**config.mk**
```make
export PLATFORM = sky130hd
export DESIGN_NAME = trapezoidal_pulse_positioner
export DESIGN_NICKNAME = d
export VERILOG_FILES = /design/src/design/tpp_pkg.sv /design/src/design/pulse_period_timer.sv /design/src/design/restoring_divider.sv /design/src/design/trapezoidal_pulse_positioner.sv
export SDC_FILE = /design/constraint.sdc
export NUM_CORES = 2
export LEC_CHECK = 0
export ABC_AREA = 1
export BUFFER_PORTS_ARGS = -buffer_cell sky130_fd_sc_hd__buf_4
export CAP_MARGIN = 20
export CORE_MARGIN = 2
export CORE_UTILIZATION = 45
export CTS_CLUSTER_DIAMETER = 60
export DETAILED_ROUTE_END_ITERATION = 8
export MAX_ROUTING_LAYER = met4
export SYNTH_ARGS = -nofsm -noshare
export SYNTH_HDL_FRONTEND = slang
export SYNTH_SLANG_ARGS = --single-unit
```
**constraint.sdc**
```tcl
create_clock -name core_clk -period 5.8 [get_ports core_clk]
set_input_delay 0.87 -clock core_clk [delete_from_list [all_inputs] [get_ports core_clk]]
set_output_delay 0.87 -clock core_clk [all_outputs]
set_load 0.005 [all_outputs]
```
**src/design/tpp_pkg.sv**
```systemverilog
// constants and types shared by the trapezoidal pulse positioner
package tpp_pkg;
  // clock and timing
  localparam int unsigned CLK_HZ     = 25_000_000;
  localparam int unsigned CYC_PER_MS = CLK_HZ / 1000;
  localparam logic [14:0] MS_LAST    = 15'(CYC_PER_MS - 1);
  localparam logic [31:0] CLK_HZ_W   = 32'(CLK_HZ);
  localparam logic [31:0] SLOW_NUM   = 32'(2 * CLK_HZ);
  localparam logic [31:0] SLOW_DEN   = 32'h3;
  // bus
  localparam logic [2:0]  HSIZE_WORD = 3'h2;
  // register byte offsets
  localparam logic [7:0]  A_PCTRL    = 8'h00;
  localparam logic [7:0]  A_CNT_LO   = 8'h04;
  localparam logic [7:0]  A_CNT_HI   = 8'h08;
  localparam logic [7:0]  A_HOLD0    = 8'h0c;
  localparam logic [7:0]  A_HOLD2    = 8'h10;
  localparam logic [7:0]  A_TCTRL    = 8'h14;
  localparam logic [7:0]  A_FINIT    = 8'h18;
  localparam logic [7:0]  A_FMAX     = 8'h1c;
  localparam logic [7:0]  A_RAMP     = 8'h20;
  localparam logic [7:0]  A_TGT      = 8'h24;
  localparam logic [7:0]  A_START    = 8'h28;
  localparam logic [7:0]  A_STAT     = 8'h2c;
  localparam logic [7:0]  A_NONE     = 8'hff;
  // pulse control word fields
  localparam int unsigned CHAN_BIT   = 13;
  localparam int unsigned STOP_BIT   = 3;
  localparam int unsigned CRST_BIT   = 0;
  // table control word digit positions
  localparam int unsigned TC_FIX_LSB  = 20;
  localparam int unsigned TC_STEP_LSB = 16;
  localparam int unsigned TC_DUTY_LSB = 12;
  localparam int unsigned TC_RNG_LSB  = 8;
  localparam int unsigned TC_MHI_LSB  = 4;
  localparam int unsigned TC_MLO_LSB  = 0;
  // ramp and speed limits
  localparam logic [5:0]  STEPS_30   = 6'h1e;
  localparam logic [5:0]  STEPS_60   = 6'h3c;
  localparam logic [15:0] RAMP_MAX   = 16'h7ff8;
  localparam logic [31:0] R0_MIN     = 32'h1;
  localparam logic [31:0] R0_MAX     = 32'h2648;
  localparam logic [31:0] R1_MIN     = 32'h30;
  localparam logic [31:0] R2_MIN     = 32'hbf;
  localparam logic [31:0] RH_MAX     = 32'h186a0;
  // mode digits
  localparam logic [3:0]  MLO_CWCCW  = 4'h0;
  localparam logic [3:0]  MLO_DIR_LO = 4'h2;
  localparam logic [3:0]  MLO_DIR_HI = 4'h3;
  localparam logic [3:0]  MHI_ABS    = 4'h1;
  // reset values
  localparam logic [15:0] HALF_RST   = 16'h0000;
  localparam logic [23:0] TCTRL_RST  = 24'h000000;
  localparam logic [31:0] WORD_RST   = 32'h00000000;
  typedef enum logic [2:0] {ST_IDLE, ST_STEP, ST_DELTA, ST_PER, ST_RUN, ST_DRAIN} pos_state_t;
endpackage

```
**src/design/pulse_period_timer.sv**
```systemverilog
// one pulse per period with selectable high width
`timescale 1ns/1ps
`default_nettype none
module pulse_period_timer #(
  parameter int unsigned W = 32
) (
  // clock and reset
  input  wire  logic         core_clk,
  input  wire  logic         rst_b,
  // control
  input  wire  logic         run,
  input  wire  logic         quarter,
  input  wire  logic [W-1:0] period,
  // pulse
  output logic               level,
  output logic               start,
  output logic               active
);
  logic [W-1:0] cnt_r;
  logic [W-1:0] hi_r;
  logic         level_r;
  wire  [W-1:0] hi_w = quarter ? (period >> 2) : (period >> 1);
  assign start  = run & (cnt_r == '0);
  assign active = (cnt_r != '0);
  assign level  = level_r;
  always_ff @(posedge core_clk) begin
    if (!rst_b) begin
      cnt_r   <= '0;
      hi_r    <= '0;
      level_r <= 1'b0;
    end else if (start) begin
      cnt_r   <= period - 1'b1;
      hi_r    <= hi_w - 1'b1;
      level_r <= 1'b1;
    end else if (cnt_r != '0) begin
      cnt_r <= cnt_r - 1'b1;
      if (hi_r == '0) begin
        level_r <= 1'b0;
      end else begin
        hi_r <= hi_r - 1'b1;
      end
    end else begin
      level_r <= 1'b0;
    end
  end
endmodule
`default_nettype wire

```
**src/design/restoring_divider.sv**
```systemverilog
// sequential unsigned divider, one quotient bit per clock
`timescale 1ns/1ps
`default_nettype none
module restoring_divider #(
  parameter int unsigned W = 32
) (
  // clock and reset
  input  wire  logic         core_clk,
  input  wire  logic         rst_b,
  // request
  input  wire  logic         go,
  input  wire  logic [W-1:0] num,
  input  wire  logic [W-1:0] den,
  // answer
  output logic               busy,
  output logic               done,
  output logic [W-1:0]       quo
);
  localparam int unsigned NW = $clog2(W + 1);
  logic [W-1:0]  rem_r;
  logic [W-1:0]  q_r;
  logic [W-1:0]  d_r;
  logic [NW-1:0] n_r;
  logic          busy_r;
  logic          done_r;
  wire  [W:0]    sh   = {rem_r, q_r[W-1]};
  wire  [W:0]    diff = sh - {1'b0, d_r};
  wire           fits = (sh >= {1'b0, d_r});
  assign busy = busy_r;
  assign done = done_r;
  assign quo  = q_r;
  always_ff @(posedge core_clk) begin
    if (!rst_b) begin
      rem_r  <= '0;
      q_r    <= '0;
      d_r    <= '0;
      n_r    <= '0;
      busy_r <= 1'b0;
      done_r <= 1'b0;
    end else begin
      done_r <= 1'b0;
      if (go && !busy_r) begin
        q_r    <= num;
        d_r    <= den;
        rem_r  <= '0;
        n_r    <= NW'(W);
        busy_r <= 1'b1;
      end else if (busy_r) begin
        rem_r <= fits ? diff[W-1:0] : sh[W-1:0];
        q_r   <= {q_r[W-2:0], fits};
        n_r   <= n_r - 1'b1;
        if (n_r == NW'(1)) begin
          busy_r <= 1'b0;
          done_r <= 1'b1;
        end
      end
    end
  end
endmodule
`default_nettype wire

```
**src/design/trapezoidal_pulse_positioner.sv**
```systemverilog
// trapezoidal pulse positioner with ahb-lite register slave
//
// Decided for this implementation: the register addresses and register access over AHB-Lite.
`timescale 1ns/1ps
`default_nettype none
module trapezoidal_pulse_positioner (
  // clock and reset
  input  wire  logic        core_clk,
  input  wire  logic        rst_b,
  // ahb-lite slave
  input  wire  logic        hsel,
  input  wire  logic [31:0] haddr,
  input  wire  logic [1:0]  htrans,
  input  wire  logic        hwrite,
  input  wire  logic [2:0]  hsize,
  input  wire  logic [31:0] hwdata,
  input  wire  logic        hready,
  output logic              hreadyout,
  output logic              hresp,
  output logic [31:0]       hrdata,
  // motor driver
  output logic              pulse_a,
  output logic              pulse_b,
  output logic              busy
);
  import tpp_pkg::*;

  //////////////////////////////////////////////////////////////////////////////
  // bus front end
  logic        wr_r;
  logic [7:0]  addr_r;
  logic [31:0] hrdata_r;
  logic        hreadyout_r;
  logic        hresp_r;
  wire         ap_take = hsel & hready & htrans[1] & (hsize == HSIZE_WORD);
  wire         ap_ok   = (haddr[31:8] == 24'h0) && (haddr[1:0] == 2'h0);
  wire  [7:0]  ap_addr = ap_ok ? haddr[7:0] : A_NONE;
  wire         rd_take = ap_take & ~hwrite;
  wire         w_pctrl = wr_r & (addr_r == A_PCTRL);
  wire         w_cnt_lo = wr_r & (addr_r == A_CNT_LO);
  wire         w_cnt_hi = wr_r & (addr_r == A_CNT_HI);
  wire         w_tctrl = wr_r & (addr_r == A_TCTRL);
  wire         w_finit = wr_r & (addr_r == A_FINIT);
  wire         w_fmax  = wr_r & (addr_r == A_FMAX);
  wire         w_ramp  = wr_r & (addr_r == A_RAMP);
  wire         w_tgt   = wr_r & (addr_r == A_TGT);
  wire         w_start = wr_r & (addr_r == A_START) & hwdata[0];

  always_ff @(posedge core_clk) begin
    if (!rst_b) begin
      wr_r   <= 1'b0;
      addr_r <= A_NONE;
    end else begin
      wr_r   <= ap_take & hwrite;
      addr_r <= ap_take ? ap_addr : A_NONE;
    end
  end

  always_ff @(posedge core_clk) begin
    if (!rst_b) begin
      hreadyout_r <= 1'b1;
      hresp_r     <= 1'b0;
    end else begin
      hreadyout_r <= 1'b1;
      hresp_r     <= 1'b0;
    end
  end

  //////////////////////////////////////////////////////////////////////////////
  // software registers
  logic [15:0] pctrl_r;
  logic [15:0] hold0_r;
  logic [15:0] hold2_r;
  logic [23:0] tctrl_r;
  logic [31:0] finit_r;
  logic [31:0] fmax_r;
  logic [15:0] ramp_r;
  logic [31:0] tgt_r;
  logic [15:0] cnt_stash_r;
  logic [15:0] cnt_snap_r;
  logic [31:0] cnt_r;

  always_ff @(posedge core_clk) begin
    if (!rst_b) begin
      pctrl_r <= HALF_RST;
      hold0_r <= HALF_RST;
      hold2_r <= HALF_RST;
    end else if (w_pctrl) begin
      pctrl_r <= hwdata[15:0];
      if (hwdata[CHAN_BIT]) begin
        hold2_r <= hwdata[15:0];
      end else begin
        hold0_r <= hwdata[15:0];
      end
    end
  end

  always_ff @(posedge core_clk) begin
    if (!rst_b) begin
      tctrl_r <= TCTRL_RST;
      finit_r <= WORD_RST;
      fmax_r  <= WORD_RST;
      ramp_r  <= HALF_RST;
      tgt_r   <= WORD_RST;
    end else begin
      if (w_tctrl) tctrl_r <= hwdata[23:0];
      if (w_finit) finit_r <= hwdata;
      if (w_fmax) fmax_r <= hwdata;
      if (w_ramp) ramp_r <= hwdata[15:0];
      if (w_tgt) tgt_r <= hwdata;
    end
  end

  // low half written first is held until the high half commits both
  always_ff @(posedge core_clk) begin
    if (!rst_b) begin
      cnt_stash_r <= HALF_RST;
      cnt_snap_r  <= HALF_RST;
    end else begin
      if (w_cnt_lo) cnt_stash_r <= hwdata[15:0];
      if (rd_take && ap_addr == A_CNT_LO) cnt_snap_r <= cnt_r[31:16];
    end
  end

  //////////////////////////////////////////////////////////////////////////////
  // table decode
  wire  [3:0]  t_fix  = tctrl_r[TC_FIX_LSB +: 4];
  wire  [3:0]  t_step = tctrl_r[TC_STEP_LSB +: 4];
  wire  [3:0]  t_duty = tctrl_r[TC_DUTY_LSB +: 4];
  wire  [3:0]  t_rng  = tctrl_r[TC_RNG_LSB +: 4];
  wire  [3:0]  t_mhi  = tctrl_r[TC_MHI_LSB +: 4];
  wire  [3:0]  t_mlo  = tctrl_r[TC_MLO_LSB +: 4];
  wire         t_mlo_ok = (t_mlo == MLO_CWCCW) || (t_mlo == MLO_DIR_LO) || (t_mlo == MLO_DIR_HI);
  wire         t_ok   = (t_fix == 4'h0) && (t_step <= 4'h1) && (t_duty <= 4'h1) && (t_rng <= 4'h2)
                        && (t_mhi <= MHI_ABS) && t_mlo_ok;

  function automatic logic [31:0] clamp_hz(input logic [31:0] f, input logic [1:0] rng);
    logic [31:0] lo;
    logic [31:0] hi;
    lo = (rng == 2'h0) ? R0_MIN : (rng == 2'h1) ? R1_MIN : R2_MIN;
    hi = (rng == 2'h0) ? R0_MAX : RH_MAX;
    return (f < lo) ? lo : ((f > hi) ? hi : f);
  endfunction

  wire  [31:0] f0_c   = clamp_hz(finit_r, t_rng[1:0]);
  wire  [31:0] fm_raw = clamp_hz(fmax_r, t_rng[1:0]);
  wire  [31:0] fm_c   = (fm_raw < f0_c) ? f0_c : fm_raw;
  wire         t_abs  = (t_mhi == MHI_ABS);
  wire  [32:0] dist_s = {tgt_r[31], tgt_r} - (t_abs ? {cnt_r[31], cnt_r} : 33'h0);
  wire  [32:0] dist_m = dist_s[32] ? (33'h0 - dist_s) : dist_s;

  //////////////////////////////////////////////////////////////////////////////
  // profile state
  pos_state_t  state_r;
  pos_state_t  state_nxt;
  logic [23:0] run_ctrl_r;
  logic [31:0] f0_r;
  logic [31:0] fm_r;
  logic [31:0] spd_r;
  logic [31:0] delta_r;
  logic [31:0] per_r;
  logic [31:0] rem_r;
  logic [31:0] acc_pul_r;
  logic [15:0] step_ms_r;
  logic [15:0] ms_in_step_r;
  logic [14:0] ms_pre_r;
  logic [5:0]  k_r;
  logic        rev_r;
  logic        per_req_r;
  logic        div_busy;
  logic        div_done;
  logic [31:0] div_quo;
  logic        tmr_level;
  logic        tmr_start;
  logic        tmr_active;

  wire  [5:0]  r_n     = run_ctrl_r[TC_STEP_LSB] ? STEPS_60 : STEPS_30;
  wire         r_quart = run_ctrl_r[TC_DUTY_LSB];
  wire  [1:0]  r_rng   = run_ctrl_r[TC_RNG_LSB +: 2];
  wire  [3:0]  r_mlo   = run_ctrl_r[TC_MLO_LSB +: 4];
  wire  [15:0] r_n16   = {10'h0, r_n};
  wire  [15:0] ramp_c  = (ramp_r > RAMP_MAX) ? RAMP_MAX : ((ramp_r < r_n16) ? r_n16 : ramp_r);
  wire         stop    = hold0_r[STOP_BIT];
  wire         slow    = (r_rng == 2'h0) && (spd_r == R0_MIN);
  wire         in_calc = (state_r == ST_STEP) || (state_r == ST_DELTA) || (state_r == ST_PER);
  wire         in_run  = (state_r == ST_RUN);
  wire         ramp_op = (state_r == ST_STEP) || (state_r == ST_DELTA);
  wire  [31:0] div_num = (state_r == ST_STEP) ? ({16'h0, ramp_c} + {26'h0, r_n} - 32'h1) :
                         (state_r == ST_DELTA) ? (fm_r - f0_r) :
                         (slow ? SLOW_NUM : CLK_HZ_W);
  wire  [31:0] div_den = ramp_op ? {26'h0, r_n} : (slow ? SLOW_DEN : spd_r);
  wire         div_free = ~div_busy & ~div_done;
  wire         div_go  = in_calc ? div_free : (in_run & per_req_r & div_free);
  wire         tmr_run = in_run & (rem_r != 32'h0) & ~stop;
  wire         ms_tick = in_run & (ms_pre_r == MS_LAST);
  wire         step_tick = ms_tick & (ms_in_step_r == (step_ms_r - 16'h1));
  wire         dec_now = (rem_r <= acc_pul_r);
  wire         at_top  = (k_r == r_n);
  wire         take_start = (state_r == ST_IDLE) && w_start && t_ok && !stop;

  always_comb begin
    state_nxt = state_r;
    unique case (state_r)
      ST_IDLE:  if (take_start) state_nxt = ST_STEP;
      ST_STEP:  if (div_done) state_nxt = ST_DELTA;
      ST_DELTA: if (div_done) state_nxt = ST_PER;
      ST_PER:   if (div_done) state_nxt = ST_RUN;
      ST_RUN:   if (stop) state_nxt = ST_IDLE;
                else if (rem_r == 32'h0) state_nxt = ST_DRAIN;
      ST_DRAIN: if (!tmr_active) state_nxt = ST_IDLE;
    endcase
  end

  always_ff @(posedge core_clk) begin
    if (!rst_b) begin
      state_r    <= ST_IDLE;
      run_ctrl_r <= TCTRL_RST;
      f0_r       <= WORD_RST;
      fm_r       <= WORD_RST;
      rev_r      <= 1'b0;
    end else begin
      state_r <= state_nxt;
      if (take_start) begin
        run_ctrl_r <= tctrl_r;
        f0_r       <= f0_c;
        fm_r       <= fm_c;
        rev_r      <= dist_s[32];
      end
    end
  end

  always_ff @(posedge core_clk) begin
    if (!rst_b) begin
      step_ms_r <= HALF_RST;
      delta_r   <= WORD_RST;
      per_r     <= WORD_RST;
    end else if (div_done) begin
      if (state_r == ST_STEP) step_ms_r <= div_quo[15:0];
      if (state_r == ST_DELTA) delta_r <= div_quo;
      if (state_r == ST_PER || in_run) per_r <= div_quo;
    end
  end

  always_ff @(posedge core_clk) begin
    if (!rst_b || !in_run) begin
      ms_pre_r     <= 15'h0;
      ms_in_step_r <= HALF_RST;
    end else begin
      ms_pre_r <= ms_tick ? 15'h0 : (ms_pre_r + 15'h1);
      if (step_tick) ms_in_step_r <= HALF_RST;
      else if (ms_tick) ms_in_step_r <= ms_in_step_r + 16'h1;
    end
  end

  always_ff @(posedge core_clk) begin
    if (!rst_b) begin
      rem_r     <= WORD_RST;
      acc_pul_r <= WORD_RST;
    end else if (take_start) begin
      rem_r     <= dist_m[31:0];
      acc_pul_r <= WORD_RST;
    end else if (tmr_start) begin
      rem_r <= rem_r - 32'h1;
      if (!dec_now && !at_top) acc_pul_r <= acc_pul_r + 32'h1;
    end
  end

  always_ff @(posedge core_clk) begin
    if (!rst_b) begin
      k_r       <= 6'h0;
      spd_r     <= WORD_RST;
      per_req_r <= 1'b0;
    end else if (take_start) begin
      k_r       <= 6'h0;
      spd_r     <= f0_c;
      per_req_r <= 1'b0;
    end else begin
      if (div_go && in_run) per_req_r <= 1'b0;
      if (step_tick && dec_now && k_r != 6'h0) begin
        k_r       <= k_r - 6'h1;
        spd_r     <= (k_r == 6'h1) ? f0_r : (spd_r - delta_r);
        per_req_r <= 1'b1;
      end else if (step_tick && !dec_now && !at_top) begin
        k_r       <= k_r + 6'h1;
        spd_r     <= ((k_r + 6'h1) == r_n) ? fm_r : (spd_r + delta_r);
        per_req_r <= 1'b1;
      end
    end
  end

  always_ff @(posedge core_clk) begin
    if (!rst_b) begin
      cnt_r <= WORD_RST;
    end else if (hold0_r[CRST_BIT]) begin
      cnt_r <= WORD_RST;
    end else if (w_cnt_hi) begin
      cnt_r <= {hwdata[15:0], cnt_stash_r};
    end else if (tmr_start) begin
      cnt_r <= rev_r ? (cnt_r - 32'h1) : (cnt_r + 32'h1);
    end
  end

  //////////////////////////////////////////////////////////////////////////////
  // helpers
  restoring_divider #(
    .W        (32)
  ) u_div (
    .core_clk (core_clk),
    .rst_b    (rst_b),
    .go       (div_go),
    .num      (div_num),
    .den      (div_den),
    .busy     (div_busy),
    .done     (div_done),
    .quo      (div_quo)
  );

  pulse_period_timer #(
    .W        (32)
  ) u_tmr (
    .core_clk (core_clk),
    .rst_b    (rst_b),
    .run      (tmr_run),
    .quarter  (r_quart),
    .period   (per_r),
    .level    (tmr_level),
    .start    (tmr_start),
    .active   (tmr_active)
  );

  //////////////////////////////////////////////////////////////////////////////
  // outputs and read data
  logic        pulse_a_r;
  logic        pulse_b_r;
  logic        busy_r;
  wire         cwccw  = (r_mlo == MLO_CWCCW);
  wire         pa_nxt = cwccw ? (tmr_level & ~rev_r) : tmr_level;
  wire         pb_nxt = cwccw ? (tmr_level & rev_r) : ((r_mlo == MLO_DIR_LO) ? rev_r : ~rev_r);
  wire  [31:0] stat_w = {18'h0, k_r, 5'h0, in_run, rev_r, busy_r};
  wire  [31:0] rd_mux = (ap_addr == A_PCTRL)  ? {16'h0, pctrl_r} :
                        (ap_addr == A_CNT_LO) ? {16'h0, cnt_r[15:0]} :
                        (ap_addr == A_CNT_HI) ? {16'h0, cnt_snap_r} :
                        (ap_addr == A_HOLD0)  ? {16'h0, hold0_r} :
                        (ap_addr == A_HOLD2)  ? {16'h0, hold2_r} :
                        (ap_addr == A_TCTRL)  ? {8'h0, tctrl_r} :
                        (ap_addr == A_FINIT)  ? finit_r :
                        (ap_addr == A_FMAX)   ? fmax_r :
                        (ap_addr == A_RAMP)   ? {16'h0, ramp_r} :
                        (ap_addr == A_TGT)    ? tgt_r :
                        (ap_addr == A_STAT)   ? stat_w : 32'h0;

  always_ff @(posedge core_clk) begin
    if (!rst_b) begin
      pulse_a_r <= 1'b0;
      pulse_b_r <= 1'b0;
      busy_r    <= 1'b0;
      hrdata_r  <= WORD_RST;
    end else begin
      pulse_a_r <= pa_nxt;
      pulse_b_r <= pb_nxt;
      busy_r    <= (state_r != ST_IDLE) || tmr_active;
      hrdata_r  <= rd_take ? rd_mux : WORD_RST;
    end
  end

  assign pulse_a   = pulse_a_r;
  assign pulse_b   = pulse_b_r;
  assign busy      = busy_r;
  assign hrdata    = hrdata_r;
  assign hreadyout = hreadyout_r;
  assign hresp     = hresp_r;
endmodule
`default_nettype wire

```
==> flow_summary.toml <==
[pwr]
power_leakage_nw = 24.6
ir_drop_mv = 0.304
power_mw = 16.2
power_density_nw_per_um2 = 297

[global_routing]
grt_pass1_wl_mm = 280
track_usage_pct = 33.0
grt_pass1_vias = 46944
grt_max_degree = 95
antenna_found_initial = 2
gr-total-overflow = 0

[cts]
cts.sinks = 750
clk_path_buf_depth = 3
ctsResizeCount = 0
cts_made_buffers = 99
cts_tree = "yes"
cts_setup_buffers = 0
cts_root_buf = "clkbuf_16"
clkLatencyLatePin_ns = 0.73
path_clk_slew_ns = 0.06
htreeDepth = 3
hold_buffers = 0

[sta]
tightest_slew_ns = 1.08
fin_crit_ns = 5.11
finalSetupViolations = 0
drv_slew = 0
relSlewSlack_pct = 26.2
hold_viol_final = 0
fin_tns_setup_ns = 0
fmax_ghz = 0.196
rsz0062_at_grt = "false"
period_share_pct = 88.2
clock_skew_ns = 0.0589

[worst_setup_path]
crit_end = "fm_r[0]"
cpPeakStageDelay_ns = 0.51
crit_top_cell = "nand2_1"
worstPathArrival_ns = 5.69
crit_path_top_delay_cell = "dfxtp_1"
crit_start = "tctrl_r[9]"
rr_startpoint = "tctrl_r[9]"
end_kind = "flip-flop"
critPathLaunchType = "flip-flop"
worst_r2r_path_depth = 31
reg2reg_to = "fm_r[0]"
r2r_slack_ns = 0.69
required_ns = 6.37
timing.critical_path.fanout_max = 18
crit_type = "reg2reg"

[yosys]
async_flop_share_pct = 0
synth_edf_count = 0
syn_avg_cell_area_sq_um = 6.61
synth_flop_cell = "dfxtp_1"
synth_seq_cells = 750
ys.warnings.count = 0
yosysUniqueCellTypes = 73
postSynthCellCount = 7380
syn_area_sq_um = 48800
yosysSeqAreaShare_pct = 30.8

[final_layout]
drive_gt1_share_pct = 6.68
final_nets = 7772
fill_cells = 10985
final_cell_mix = "nand2_1 (1457), a21oi_1 (875), inv_1 (842)"
regArea_sq_um = 15000
area_growth_pct = 11.6
layout_commonest_cell = "nand2_1"
instances_no_fill = 8892
final_area_sq_um = 54500
multi_input_area_sq_um = 29500

[routing]
viasPerCell = 5.66
first_pass_iters = 6
drt_iter0_markers = 4404
drtAntennaViolNets = 0
dr_total_vias = 50352
drc = 0
wl_per_cell_um = 20.6
drt-total-wl_mm = 183

[floorplanning]
dieArea_sq_um = 111000
die_width_um = 333
die_h_um = 333
ios = 111
rows = 120
initial_utilization_pct = 45.5
core_sq_um = 107000

[run_status]
status = "finished, final reports clean"

[run]
maxCapViolCount = 0

[placement]
placedCellCount = 8707
portBuffers = 107
gp_congestion = 1.02
placed_area_sq_um = 51000
hpwl_mm = 140

[min_path]
hp-class = "in2reg"
[worst min-delay path by stage]
stage	cells after the start	start	to	slack, ns
6_report	3	hwrite	wr_r	0.41
4_1_cts	3	hwrite	wr_r	0.38
2_1_floorplan	2	run_ctrl_r[3]	run_ctrl_r[3]	0.42
3_5_place_dp	2	run_ctrl_r[3]	run_ctrl_r[3]	0.43
3_3_place_gp	2	run_ctrl_r[3]	run_ctrl_r[3]	0.42
5_1_grt	3	hwdata[26]	finit_r[26]	0.42
[layer usage]
metal / up-vias / global-route usage [%] / share of wire, %
met2: 1754 / 51.4 / 45
met4: 0 / 13.1 / 4.1
met1: 23477 / 43.7 / 45
met5: - / - / 0
li1: 24801 / - / -
met3: 320 / 3.72 / 6.5
[synth_stat cells (6+ instances only)]
cell type | instances | area share (%)
xor2_1 | 161 | 2.9
a21o_1 | 17 | 0.26
a22oi_1 | 9 | 0.14
a221oi_1 | 20 | 0.36
xnor2_1 | 74 | 1.3
o211ai_1 | 49 | 0.75
buf_2 | 15 | 0.15
a21boi_0 | 19 | 0.29
nand2_1 | 1458 | 11
nor2_1 | 687 | 5.3
nor2_2 | 10 | 0.13
o21ai_2 | 14 | 0.25
o21ai_0 | 752 | 7.7
nor3_2 | 6 | 0.12
buf_1 | 12 | 0.092
nor4_1 | 75 | 0.96
or2_2 | 49 | 0.63
inv_2 | 12 | 0.092
fa_1 | 7 | 0.29
clkinv_1 | 26 | 0.20
dfxtp_1 | 750 | 31
and3_1 | 8 | 0.10
nor3_1 | 123 | 1.3
o2111ai_1 | 7 | 0.13
nand3_1 | 297 | 3.0
nor3b_1 | 17 | 0.26
a211oi_1 | 29 | 0.45
o21a_1 | 19 | 0.29
ha_1 | 286 | 7.3
a31oi_1 | 72 | 0.92
o22ai_1 | 54 | 0.69
nand4_1 | 111 | 1.4
a21oi_1 | 876 | 9.0
o31ai_1 | 10 | 0.15
inv_1 | 843 | 6.5
nand2_2 | 11 | 0.14
o221ai_1 | 12 | 0.22
o21bai_1 | 35 | 0.54
nand3b_1 | 17 | 0.26
o21ai_1 | 15 | 0.15
nor2_4 | 6 | 0.14
clkbuf_1 | 249 | 1.9
[power breakdown]
group / switching [mW] / internal, mW
logic: 2.69 / 1.28
registers: 0.268 / 5.43
clock network: 2.68 / 3.86
[registers in the layout, summed over array words and instances (netlist names), 24 cells and up]
signal and cells:
finit_r 32, f0_r 32, u_tmr.cnt_r 32, tctrl_r 24, rem_r 32, per_r 32, spd_r 32, u_tmr.hi_r 32
u_div.quo 32, u_div.d_r 32, u_div.rem_r 32, fmax_r 32, fm_r 32, acc_pul_r 32, tgt_r 32, cnt_r 32
hrdata 32, delta_r 32
[logic make-up after synthesis]
family	Yosys count	synth area share, %
and+or+nand+nor	2896	25.4
AOI/OAI and AO/OA	2032	22.8
buffers and inverters	1169	9.17
DFF	750	30.8
adders and majority gates	293	7.62
xor gates and xnor gates	235	4.22
muxes	3	0.0718
other	2	0.0154
[area by class of cell]
| type | count | area share [%] |
|---|---|---|
| timing repair buffer | 181 | 2.53 |
| clock buffer | 121 | 4.92 |
| inverter | 882 | 6.09 |
| multi-input combinational | 5491 | 54.1 |
| sequential | 750 | 27.6 |
| antenna | 4 | 0.0184 |
| clock inverter | 60 | 1.53 |
| tap | 1403 | 3.22 |
[worst max-delay path: cells and delay by family, from the launching register on]
family                   cells  cell delay, ns
buffers and inverters        5            0.88
AO/OA/AOI/OAI                2            0.53
AND/OR/NAND/NOR             22            2.55
adder cells (fa/ha/maj)      2            0.54
flip-flops                   1            0.51
[metrics by stage]
step                      setup slack, ns  hold WS (ns)  util, %
after floorplan                      1.68         0.416        -
after CTS                           0.788         0.376     50.7
after detailed placement            0.786         0.429     47.5
after global placement              0.860         0.423     47.5
after global routing                0.103         0.420     50.7
final                               0.685         0.413     50.7
Note: power is estimated with default switching activity, not from simulation.
